<file path="src/cie_defines.vh">
// Constants for the clear-instruction decode and execute block
`ifndef CIE_DEFINES_VH
`define CIE_DEFINES_VH
// Register-clear opcode: upper seven bits 0110 101
`define CIE_CLRREG_OP      7'h35
`define CIE_CLRREG_OP_MSB  15
`define CIE_CLRREG_OP_LSB  9
// Field positions inside the 16-bit opcode
`define CIE_ACCESS_BIT     8
`define CIE_DEST_BIT       9
`define CIE_BITADDR_MSB    11
`define CIE_BITADDR_LSB    9
`define CIE_FADDR_MSB      7
`define CIE_FADDR_LSB      0
// Watchdog-clear opcode
`define CIE_WDCLR_OP       16'h0004
// Indexed literal offset limit (f below this value)
`define CIE_INDEX_LIMIT    8'h5f
// Access bank number used when the access bit is zero
`define CIE_ACCESS_BANK    4'h0
// Phase codes within one instruction cycle
`define CIE_PH_DECODE      2'h0
`define CIE_PH_READ        2'h1
`define CIE_PH_PROCESS     2'h2
`define CIE_PH_WRITE       2'h3
// Reset values
`define CIE_WDOG_RST       8'h00
`define CIE_POST_RST       7'h00
`endif

</file>
<file path="src/cie_clear_exec.v">
// Decode and execution of the register-clear and watchdog-clear instructions
//
// Summary of operation
// - Access bit zero uses access bank unless indexed
// - Access bit one uses bank select register
// - Destination bit picks working or file register
// - Three-bit field selects bit zero to seven
// - Register clear writes zero, sets zero flag
// - Extended set, access zero, low address: indexed
// - Register clear: one word, four phases
// - Watchdog clear zeroes counter and postscaler
// - Watchdog clear sets time-out and power-down bits
//
// One instruction cycle is walked as four phases after the decode edge:
// read, process and write follow on the next three clocks, and the block
// is idle again once the write phase has been issued.
// Watchdog effects are applied on the decode edge itself, so the counter,
// postscaler and both status bits are settled on the same edge that takes the
// word, well inside the cycle.
// Limitation: the fetch stage must not offer a word while busy is high;
// such a word is ignored rather than queued, since there is no buffer.
//
`timescale 1ns/100ps
`include "cie_defines.vh"
module cie_clear_exec
#(
  parameter WDOG_W = 8,   // Watchdog counter width
  parameter POST_W = 7    // Postscaler width
)
(
  input  wire              i_clock,
  input  wire              i_rst,
  input  wire              i_opcode_valid,          // Fetch presents a new opcode, pulse at cycle start
  input  wire [15:0]       i_opcode,
  input  wire [3:0]        i_bank_select_register,
  input  wire              i_ext_enable,
  input  wire [11:0]       i_index_base,
  input  wire [7:0]        i_file_rdata,            // Data read in the read phase
  input  wire              i_wdog_tick,             // Watchdog time base, same clock
  output reg  [11:0]       o_file_addr,
  output reg               o_file_rd,
  output reg               o_file_we,
  output reg  [7:0]        o_file_wdata,
  output reg  [7:0]        o_working_register,
  output reg               o_zero_flag,
  output reg  [WDOG_W-1:0] o_watchdog_counter,
  output reg  [POST_W-1:0] o_wdog_postscaler,
  output reg               o_timeout_status_bit,
  output reg               o_powerdown_status_bit,
  output reg               o_indexed_mode,
  output reg  [7:0]        o_bit_mask,              // One-hot mask of the bit operand
  output reg  [1:0]        o_phase,
  output reg               o_busy
);
  // Two-state sequencer; the phase register counts inside the busy state
  localparam ST_IDLE = 1'b0;  // Waiting for an opcode
  localparam ST_EXEC = 1'b1;  // Walking the read, process and write phases

  reg        state;           // Sequencer state
  reg [15:0] opcode;          // Held opcode for the cycle
  reg        is_clr;          // Held register-clear decode
  wire [11:0] gen_addr;       // Formed data address
  wire        gen_indexed;    // Indexed literal offset in use

  // Decoders, each called from one place
  function is_clrreg;
    input [15:0] op;
    begin
      is_clrreg = (op[`CIE_CLRREG_OP_MSB:`CIE_CLRREG_OP_LSB] == `CIE_CLRREG_OP);
    end
  endfunction

  // Watchdog clear is one fixed word, all sixteen bits compared
  function is_wdclr;
    input [15:0] op;
    begin
      is_wdclr = (op == `CIE_WDCLR_OP);
    end
  endfunction

  // One-hot bit position from a three-bit field
  function [7:0] bit_decode;
    input [2:0] pos;
    begin
      bit_decode = 8'h01 << pos;
    end
  endfunction

  // Address former shared with other byte-oriented operations
  // Combinational, so the address follows the held opcode
  cie_addr_gen u_addr
  (
    .i_bank_select_register (i_bank_select_register),
    .i_access_bit           (opcode[`CIE_ACCESS_BIT]),
    .i_ext_enable           (i_ext_enable),
    .i_faddr                (opcode[`CIE_FADDR_MSB:`CIE_FADDR_LSB]),
    .i_index_base           (i_index_base),
    .o_addr                 (gen_addr),
    .o_indexed              (gen_indexed)
  );

  // Phase sequencer and register-clear datapath
  always @(posedge i_clock or posedge i_rst)
  begin
    if (i_rst)
    begin
      state              <= ST_IDLE;
      opcode             <= 16'h0000;
      is_clr             <= 1'b0;
      o_phase            <= `CIE_PH_DECODE;
      o_busy             <= 1'b0;
      o_file_addr        <= 12'h000;
      o_file_rd          <= 1'b0;
      o_file_we          <= 1'b0;
      o_file_wdata       <= 8'h00;
      o_working_register <= 8'h00;
      o_zero_flag        <= 1'b0;
      o_indexed_mode     <= 1'b0;
      o_bit_mask         <= 8'h00;
    end
    else
    begin
      o_file_rd <= 1'b0;
      o_file_we <= 1'b0;
      case (state)
        ST_IDLE:
        begin
          if (i_opcode_valid)
          begin
            // Decode phase: latch opcode, start one instruction cycle
            // Bit mask is formed for every word; only bit-oriented ops use it
            opcode     <= i_opcode;
            is_clr     <= is_clrreg(i_opcode);
            o_bit_mask <= bit_decode(i_opcode[`CIE_BITADDR_MSB:`CIE_BITADDR_LSB]);
            o_phase    <= `CIE_PH_READ;
            o_busy     <= 1'b1;
            state      <= ST_EXEC;
          end
        end
        ST_EXEC:
        begin
          case (o_phase)
            `CIE_PH_READ:
            begin
              // Read the addressed register, value unused by a clear
              // Bank select and index base are taken on this clock, one after decode
              o_file_addr    <= gen_addr;
              o_indexed_mode <= is_clr & gen_indexed;
              o_file_rd      <= is_clr;
              o_phase        <= `CIE_PH_PROCESS;
            end
            `CIE_PH_PROCESS:
            begin
              // Result is the constant zero; zero flag only
              if (is_clr)
              begin
                o_file_wdata <= 8'h00;
                o_zero_flag  <= 1'b1;
              end
              o_phase <= `CIE_PH_WRITE;
            end
            `CIE_PH_WRITE:
            begin
              // Write back of the zero result
              // Destination bit steers: one to the file register, zero to working
              // A clear word carries a one in that position, so it lands in the file
              if (is_clr && opcode[`CIE_DEST_BIT])
                o_file_we <= 1'b1;
              else if (is_clr)
                o_working_register <= o_file_wdata;
              o_phase <= `CIE_PH_DECODE;
              o_busy  <= 1'b0;
              state   <= ST_IDLE;
            end
            default:
            begin
              o_phase <= `CIE_PH_DECODE;
              state   <= ST_IDLE;
            end
          endcase
        end
        default:
          state <= ST_IDLE;
      endcase
    end
  end

  // Watchdog counter, postscaler and reset-cause bits
  // Clear acts on decode so all effects land inside the one cycle
  // A time-out leaves its mark in the status bit until the next watchdog
  // clear, so software can tell a time-out from an orderly restart
  always @(posedge i_clock or posedge i_rst)
  begin
    if (i_rst)
    begin
      // Both reset-cause bits read one after a reset
      o_watchdog_counter     <= {WDOG_W{1'b0}};
      o_wdog_postscaler      <= {POST_W{1'b0}};
      o_timeout_status_bit   <= 1'b1;
      o_powerdown_status_bit <= 1'b1;
    end
    else if (state == ST_IDLE && i_opcode_valid && is_wdclr(i_opcode))
    begin
      // Clear wins over a coincident tick
      // Zero flag and the other status are left alone here
      o_watchdog_counter     <= {WDOG_W{1'b0}};
      o_wdog_postscaler      <= {POST_W{1'b0}};
      o_timeout_status_bit   <= 1'b1;
      o_powerdown_status_bit <= 1'b1;
    end
    else if (i_wdog_tick)
    begin
      // Postscaler rolls over into the counter; time-out clears the bit
      o_wdog_postscaler <= o_wdog_postscaler + {{(POST_W-1){1'b0}}, 1'b1};
      if (&o_wdog_postscaler)
      begin
        // Counter wraps and keeps running after a time-out
        o_watchdog_counter <= o_watchdog_counter + {{(WDOG_W-1){1'b0}}, 1'b1};
        if (&o_watchdog_counter)
          o_timeout_status_bit <= 1'b0;
      end
    end
  end
endmodule

</file>
<file path="src/cie_addr_gen.v">
// Data memory address former for file-register operands
`timescale 1ns/100ps
`include "cie_defines.vh"
module cie_addr_gen
(
  input  wire [3:0]  i_bank_select_register,
  input  wire        i_access_bit,
  input  wire        i_ext_enable,
  input  wire [7:0]  i_faddr,
  input  wire [11:0] i_index_base,
  output reg  [11:0] o_addr,
  output reg         o_indexed
);
  // Bank formation, indexed mode takes priority in the access bank
  always @*
  begin
    o_indexed = 1'b0;
    if (!i_access_bit && i_ext_enable && (i_faddr < `CIE_INDEX_LIMIT))
    begin
      // Literal offset added to the index pointer
      o_indexed = 1'b1;
      o_addr    = i_index_base + {4'h0, i_faddr};
    end
    else if (!i_access_bit)
    begin
      // Fixed access bank, bank select ignored
      o_addr = {`CIE_ACCESS_BANK, i_faddr};
    end
    else
    begin
      // Bank taken from the bank select register
      o_addr = {i_bank_select_register, i_faddr};
    end
  end
endmodule

</file>
<file path="config.mk">
export PLATFORM = sky130hd
export DESIGN_NAME = cie_clear_exec
export DESIGN_NICKNAME = d
export VERILOG_FILES = /design/src/cie_clear_exec.v /design/src/cie_addr_gen.v
export VERILOG_INCLUDE_DIRS = /design/src
export SDC_FILE = /design/constraint.sdc
export NUM_CORES = 1
export LEC_CHECK = 0
export ABC_AREA = 1
export BUFFER_PORTS_ARGS = -buffer_cell sky130_fd_sc_hd__buf_2
export CAP_MARGIN = 25
export CORE_UTILIZATION = 57
export CTS_BUF_LIST = sky130_fd_sc_hd__clkbuf_8
export DETAILED_ROUTE_END_ITERATION = 10
export GPL_ROUTABILITY_DRIVEN = 0
export PLACE_DENSITY = 0.88
export SLEW_MARGIN = 10
export SYNTH_ARGS = -nofsm -noshare
export SYNTH_HDL_FRONTEND = slang
export SYNTH_HIERARCHICAL = 1
export SYNTH_SLANG_ARGS = --single-unit
export TNS_END_PERCENT = 100
</file>
<file path="constraint.sdc">
create_clock -name i_clock -period 5.9 [get_ports i_clock]
set_input_delay 0.295 -clock i_clock [delete_from_list [all_inputs] [get_ports i_clock]]
set_output_delay 0.295 -clock i_clock [all_outputs]
set_load 0.02 [all_outputs]
</file>
## Word level (Yosys, flattened, before mapping)

Index checks and enable logic that the tools add are counted.

| cells by class | value |
|---|---|
| $add $sub $neg | 3 |
| $lt $le $gt $ge | 1 |
| eq/ne operators | 7 |
| shift operators | 1 |
| mux-type cells | 26 |
| bitwise operators | 2 |
| reductions and logical operators | 18 |

Operators with widths:

| cell | count |
|---|---|
| $mux W12 | 2 |
| $mux W8 | 3 |
| $eq A16 B3 Y1 const B | 1 |
| $mux W1 | 14 |
| $mux W7 | 2 |
| $add A12 B8 Y12 | 1 |
| $add A8 B1 Y8 const B | 1 |
| $lt A8 B7 Y1 const B | 1 |
| $pmux W2 S2 | 2 |
| $reduce_and A2 Y1 | 4 |
| $reduce_and A8 Y1 | 1 |
| $shl A1 B3 Y8 const A | 1 |
| $add A7 B1 Y7 const B | 1 |
| $eq A7 B6 Y1 const B | 1 |
| $reduce_and A7 Y1 | 1 |
| $reduce_and A3 Y1 | 2 |
| $reduce_bool A2 Y1 | 3 |
| $logic_and A1 B1 Y1 | 5 |
| $eq A2 B2 Y1 const B | 2 |
| $pmux W1 S2 | 2 |
| $eq A2 B1 Y1 const B | 1 |
| $mux W2 | 1 |
| $ne A2 B1 Y1 const B | 1 |
| $ne A2 B2 Y1 const B | 1 |
| other kinds (4) | 4 |

| storage, ports and cells | value |
|---|---|
| register bits after elaboration | 55 |
| input port bits | 45 |
| output and inout port bits | 60 |
| logic and storage cells | 72 |

## Depth between registers and ports, before layout

| depth | value |
|---|---|
| depth after elaboration | 5 |
| mapped depth | 12 |

## By module

Netlist, hierarchy kept.

By module, submodules not included:

| module | times used | cells an instance | area an instance (um2) | seq. area each (um2) |
|---|---|---|---|---|
| cie_clear_exec | 1 | 285 | 2638.8 | 1377.6 |
| cie_addr_gen | 1 | 144 | 749.5 | 0.0 |

## Worst setup path after synthesis

OpenSTA, ideal clock, no wires.

| timing path | value |
|---|---|
| path kind | reg2reg |
| start | reg opcode[0] |
| end | reg o_file_addr[8] |
| setup time | 0.125 ns |
| data arrival time | 1.715 ns |
| data required time | 5.775 ns |
| slack | 4.060 ns |
| cell stages (with the launch flop) | 13 |
| buffers on the path | 0 |
| period minus slack after synthesis | 1.840 ns |
| path through | dfrtp_1 ha_1 inv_1 fa_1 inv_1 nand3_1 nand3_2 nand2_1 nand2_1 nand2_1 nand2_1 o21ai_2 mux2_2 |

| on the way | value |
|---|---|
| word-level cells in the longest chain between the ends | 3 |
| elaborated cells on any way between the ends | 4 |

Ends and longest elaborated chain:

| item | line | text |
|---|---|---|
| start: declaration | cie_clear_exec.v:60 | `reg [15:0] opcode;` |
| start signal: assignment | cie_clear_exec.v:132 | `opcode <= i_opcode;` |
| parallel branches: the longest is 2 deep, another holds $add A12 B8 Y12 | - |  |
| $mux W12 * | cie_addr_gen.v:18 | `` if (!i_access_bit && i_ext_enable && (i_faddr < `CIE_INDEX_LIMIT)) `` |
| via gen_addr[8] | cie_clear_exec.v:62 | `wire [11:0] gen_addr;` |
| end signal: assignment | cie_clear_exec.v:147 | `o_file_addr <= gen_addr;` |
| end: declaration | cie_clear_exec.v:40 | `output reg [11:0] o_file_addr,` |

Mark *: on every way through the listed nets, which the timed path passes.
A chain may end at the register's enable or synchronous reset.

## Worst setup path after layout

| timing path | value |
|---|---|
| start | reg opcode[0] |
| end | reg o_file_addr[6] |

The elaborated chain is that of the path after synthesis.

==> flow_metrics.py <==
metrics = {
    "status": {
        "outcome": "completed",
    },
    "cells_and_area": {
        "n_antenna_cell": 0,
        "area.growth.synth_to_final_pct": 14.8,
        "nets": 567,
        "n_fill_cell": 472,
        "layout-drive-gt1-share": 0.251,
    },
    "synth": {
        "yosysSeqAreaShare": 0.407,
        "async_reset_ff_frac": 1.00,
        "ys_types": 39,
        "synth_area_leaders": "dfrtp_1 (40%), nand2_1 (13%), nand3_1 (5.0%)",
        "synthFlopType": "dfrtp_1",
        "synth_cells": 429,
        "synth_edf_count": 0,
        "ys_warn_count": 6,
        "syn_area_um2": 3390,
        "synth_top_area_frac": 0.399,
        "ys_ff_latch": 55,
        "synth_top_area_cell": "dfrtp_1",
        "synth_area_per_cell_um2": 7.90,
    },
    "critical_path": {
        "rr_endpoint": "o_file_addr[6]",
        "cp_max_fo": 4,
        "arrival_ns": 2.31,
        "start_kind": "flip-flop",
        "cp_common_cell": "nand2_1",
        "required_ns": 6.10,
        "r2r_cells": 12,
        "regToRegStartpoint": "opcode[0]",
        "crit_slowest_cell": "dfrtp_1",
        "cp-end-kind": "flip-flop",
        "cp_num_buf_inv": 2,
        "critical_path_class": "flip-flop to flip-flop",
        "critPathMaxStageDelay_ns": 0.41,
        "cp_cell_sequence": "ha_1 -> inv_1 -> fa_1 -> inv_1 -> nand3_1 -> nand3_2 -> nand2_1 -> nand2_1 -> nand2_1 -> nand3_1 -> nand2_1 -> mux2_2",
        "r2r_slack_ns": 3.79,
        "cp_top_family": "adder cells",
    },
    "placement": {
        "pre_cts_slack_ns": 3.84,
        "io_buffers": 79,
        "post-dp-hpwl_mm": 5.58,
    },
    "die": {
        "die_w_um": 79.1,
        "die_h_um": 79.1,
        "die_area_um2": 6260,
        "start_util": 0.604,
        "num_rows": 27,
        "ios": 105,
        "core_um2": 5610,
    },
    "pwr": {
        "peakVddDrop_v": 0.000235,
        "p_leak_nw": 2.16,
        "power_density_nw_per_um2": 427,
    },
    "global_routing": {
        "grt_use_met1": 0.319,
        "grt_usage": 0.254,
        "grt_pass1_wl_mm": 12.5,
        "use_met2": 0.433,
        "grt_max_degree": 56,
        "antenna_found_initial": 0,
        "top_usage_layer": "met2",
        "gr-total-overflow": 0,
        "grt_pass1_vias": 2878,
        "grt_use_met3": 0.0517,
    },
    "timing": {
        "fmax_ghz": 0.475,
        "skew_ns": 0.00611,
        "postLayoutSetupSlackWorst_ns": 3.79,
        "final_max_slew_viol_count": 0,
        "relSlewSlack": 0.533,
        "worst_slew_pin_slew_ns": 0.699,
        "rsz0062_at_grt": "false",
        "fin_crit_ns": 2.11,
        "setup_total_negative_slack_ns": 0,
        "finalSetupViolCount": 0,
        "finalCritPeriodShare": 0.357,
        "report.final.hold_viol_count": 0,
    },
    "drt": {
        "routed_via_density": 5.20,
        "wl_per_cell_um": 12.6,
        "dr.pass1.iters": 4,
        "remaining_drc_errors": 0,
        "routed_wl_mm": 7.32,
        "num_vias": 3019,
        "ant_nets": 0,
        "drtIter0Drc": 81,
    },
    "clock_tree": {
        "ctsHoldBuffers": 0,
        "clk_latency_ns": 0.31,
        "clkSinkCount": 55,
        "cts_buffer_depth": 2,
        "root_buffer": "clkbuf_8",
        "cts_setup_buffers": 0,
        "cts_resized": 0,
        "cts_buffers": 5,
        "clkTransAtPathRegs_ns": 0.10,
        "cts_tree": "yes",
        "h-tree-depth": 2,
    },
    "min_path": {
        "hold_class": "primary input to async pin",
    },
    "flow_run": {
        "cap_violations": 0,
    },
}
report_power, final:
group | internal, mW | leakage [nW] | total, mW | switching, mW
clock | 0.140 | 0.0618 | 0.263 | 0.124
combinational | 0.297 | 1.40 | 0.786 | 0.490
sequential | 0.499 | 0.697 | 0.610 | 0.111
total | 0.935 | 2.16 | 1.66 | 0.725
stage by stage:
step	hold slack, ns	std cells	util	power [mW]	instance area (um^2)
finish	0.152	581	0.694	1.66	3890
global route	0.204	581	0.694	1.79	3890
CTS	0.178	581	0.694	1.67	3890
detailed placement	0.473	573	0.672	1.40	3770
global placement	0.450	573	0.672	1.36	3770
floorplan	0.405	444	-	1.20	3440
routing by layer:
metal	vias to the layer above	routed length [um]
li1	1491	-
met1	1419	3170
met2	98	3610
met3	11	435
met4	0	106
met5	-	0
area by class of cell:
class / instances / area [um^2] / area share
Clock buffer: 6 / 82.6 / 0.0212
Clock inverter: 2 / 38.8 / 0.00997
Inverter: 43 / 161 / 0.0415
Multi-Input combinational cell: 323 / 1740 / 0.446
Sequential cell: 55 / 1380 / 0.354
Tap cell: 72 / 90.1 / 0.0232
Timing Repair Buffer: 80 / 403 / 0.104
worst min-delay path: stages:
cell   delay [ns]
buf_2        0.10
inv_2        0.03
buf_4        0.52
flip-flops by register name (all words and copies together) (netlist names):
name and cells:
o_busy 1, o_file_addr 12, o_watchdog_counter 8, is_clr 1, o_timeout_status_bit 1, o_zero_flag 1
o_indexed_mode 1, o_bit_mask 8, state 1, o_phase 2, o_file_we 1, o_file_rd 1
opcode 10, o_wdog_postscaler 7
cell usage after synthesis (2+ instances only):
library cell    n
nand2_1       120
dfrtp_1        54
nor2_1         45
inv_1          39
nand3_1        34
buf_4          19
o21ai_0        17
ha_1           13
mux2_2         12
nand4_1         8
xor2_1          8
a21oi_1         6
nand2_2         6
o21ai_1         5
nand3_2         4
nor3_1          4
xnor2_1         4
buf_2           3
inv_2           3
nor2_2          3
conb_1          2
nor2_4          2
o21ai_2         2
kinds of logic (layout without fill, tap and decap cells):
family          after synthesis  after routing  share of synthesized area
mux                          12             12                     0.0399
fa+ha+maj                    14             14                     0.0539
other cells                   2             17                    0.00222
simple gates                231            231                      0.305
compound gates               37             37                     0.0643
buf+inv                      66            131                     0.0975
xor+xnor                     12             12                     0.0310
flops                        55             55                      0.407
placed cells by master (no fill, tap or decap), types with 2 or more instances in the layout:
cell and instances:
buf_2 79, a21oi_1 6, o21ai_1 5, ha_1 13, conb_1 17, nor2_2 3
o21ai_0 17, inv_1 38, nor2_4 2, nand3_1 34, o21ai_2 2, clkbuf_8 6
nand2_2 6, mux2_2 12, nor3_1 4, dfrtp_1 54, nand4_1 8, xor2_1 8
xnor2_1 4, nand2_1 120, nand3_2 4, nor2_1 45, inv_2 4
how the worst max path moves through the flow:
stage / startpoint / end / slack [ns] / cells past startpoint
final: opcode[0] / o_file_addr[6] / 3.79 / 12
after global routing: state / is_clr / 3.65 / 7
after CTS: opcode[0] / o_file_addr[6] / 3.82 / 12
after detailed placement: opcode[0] / o_file_addr[6] / 3.84 / 12
after global placement: opcode[0] / o_file_addr[8] / 3.92 / 12
after floorplan: opcode[0] / o_file_addr[8] / 4.06 / 12
Power figures use the tool's default switching activity.
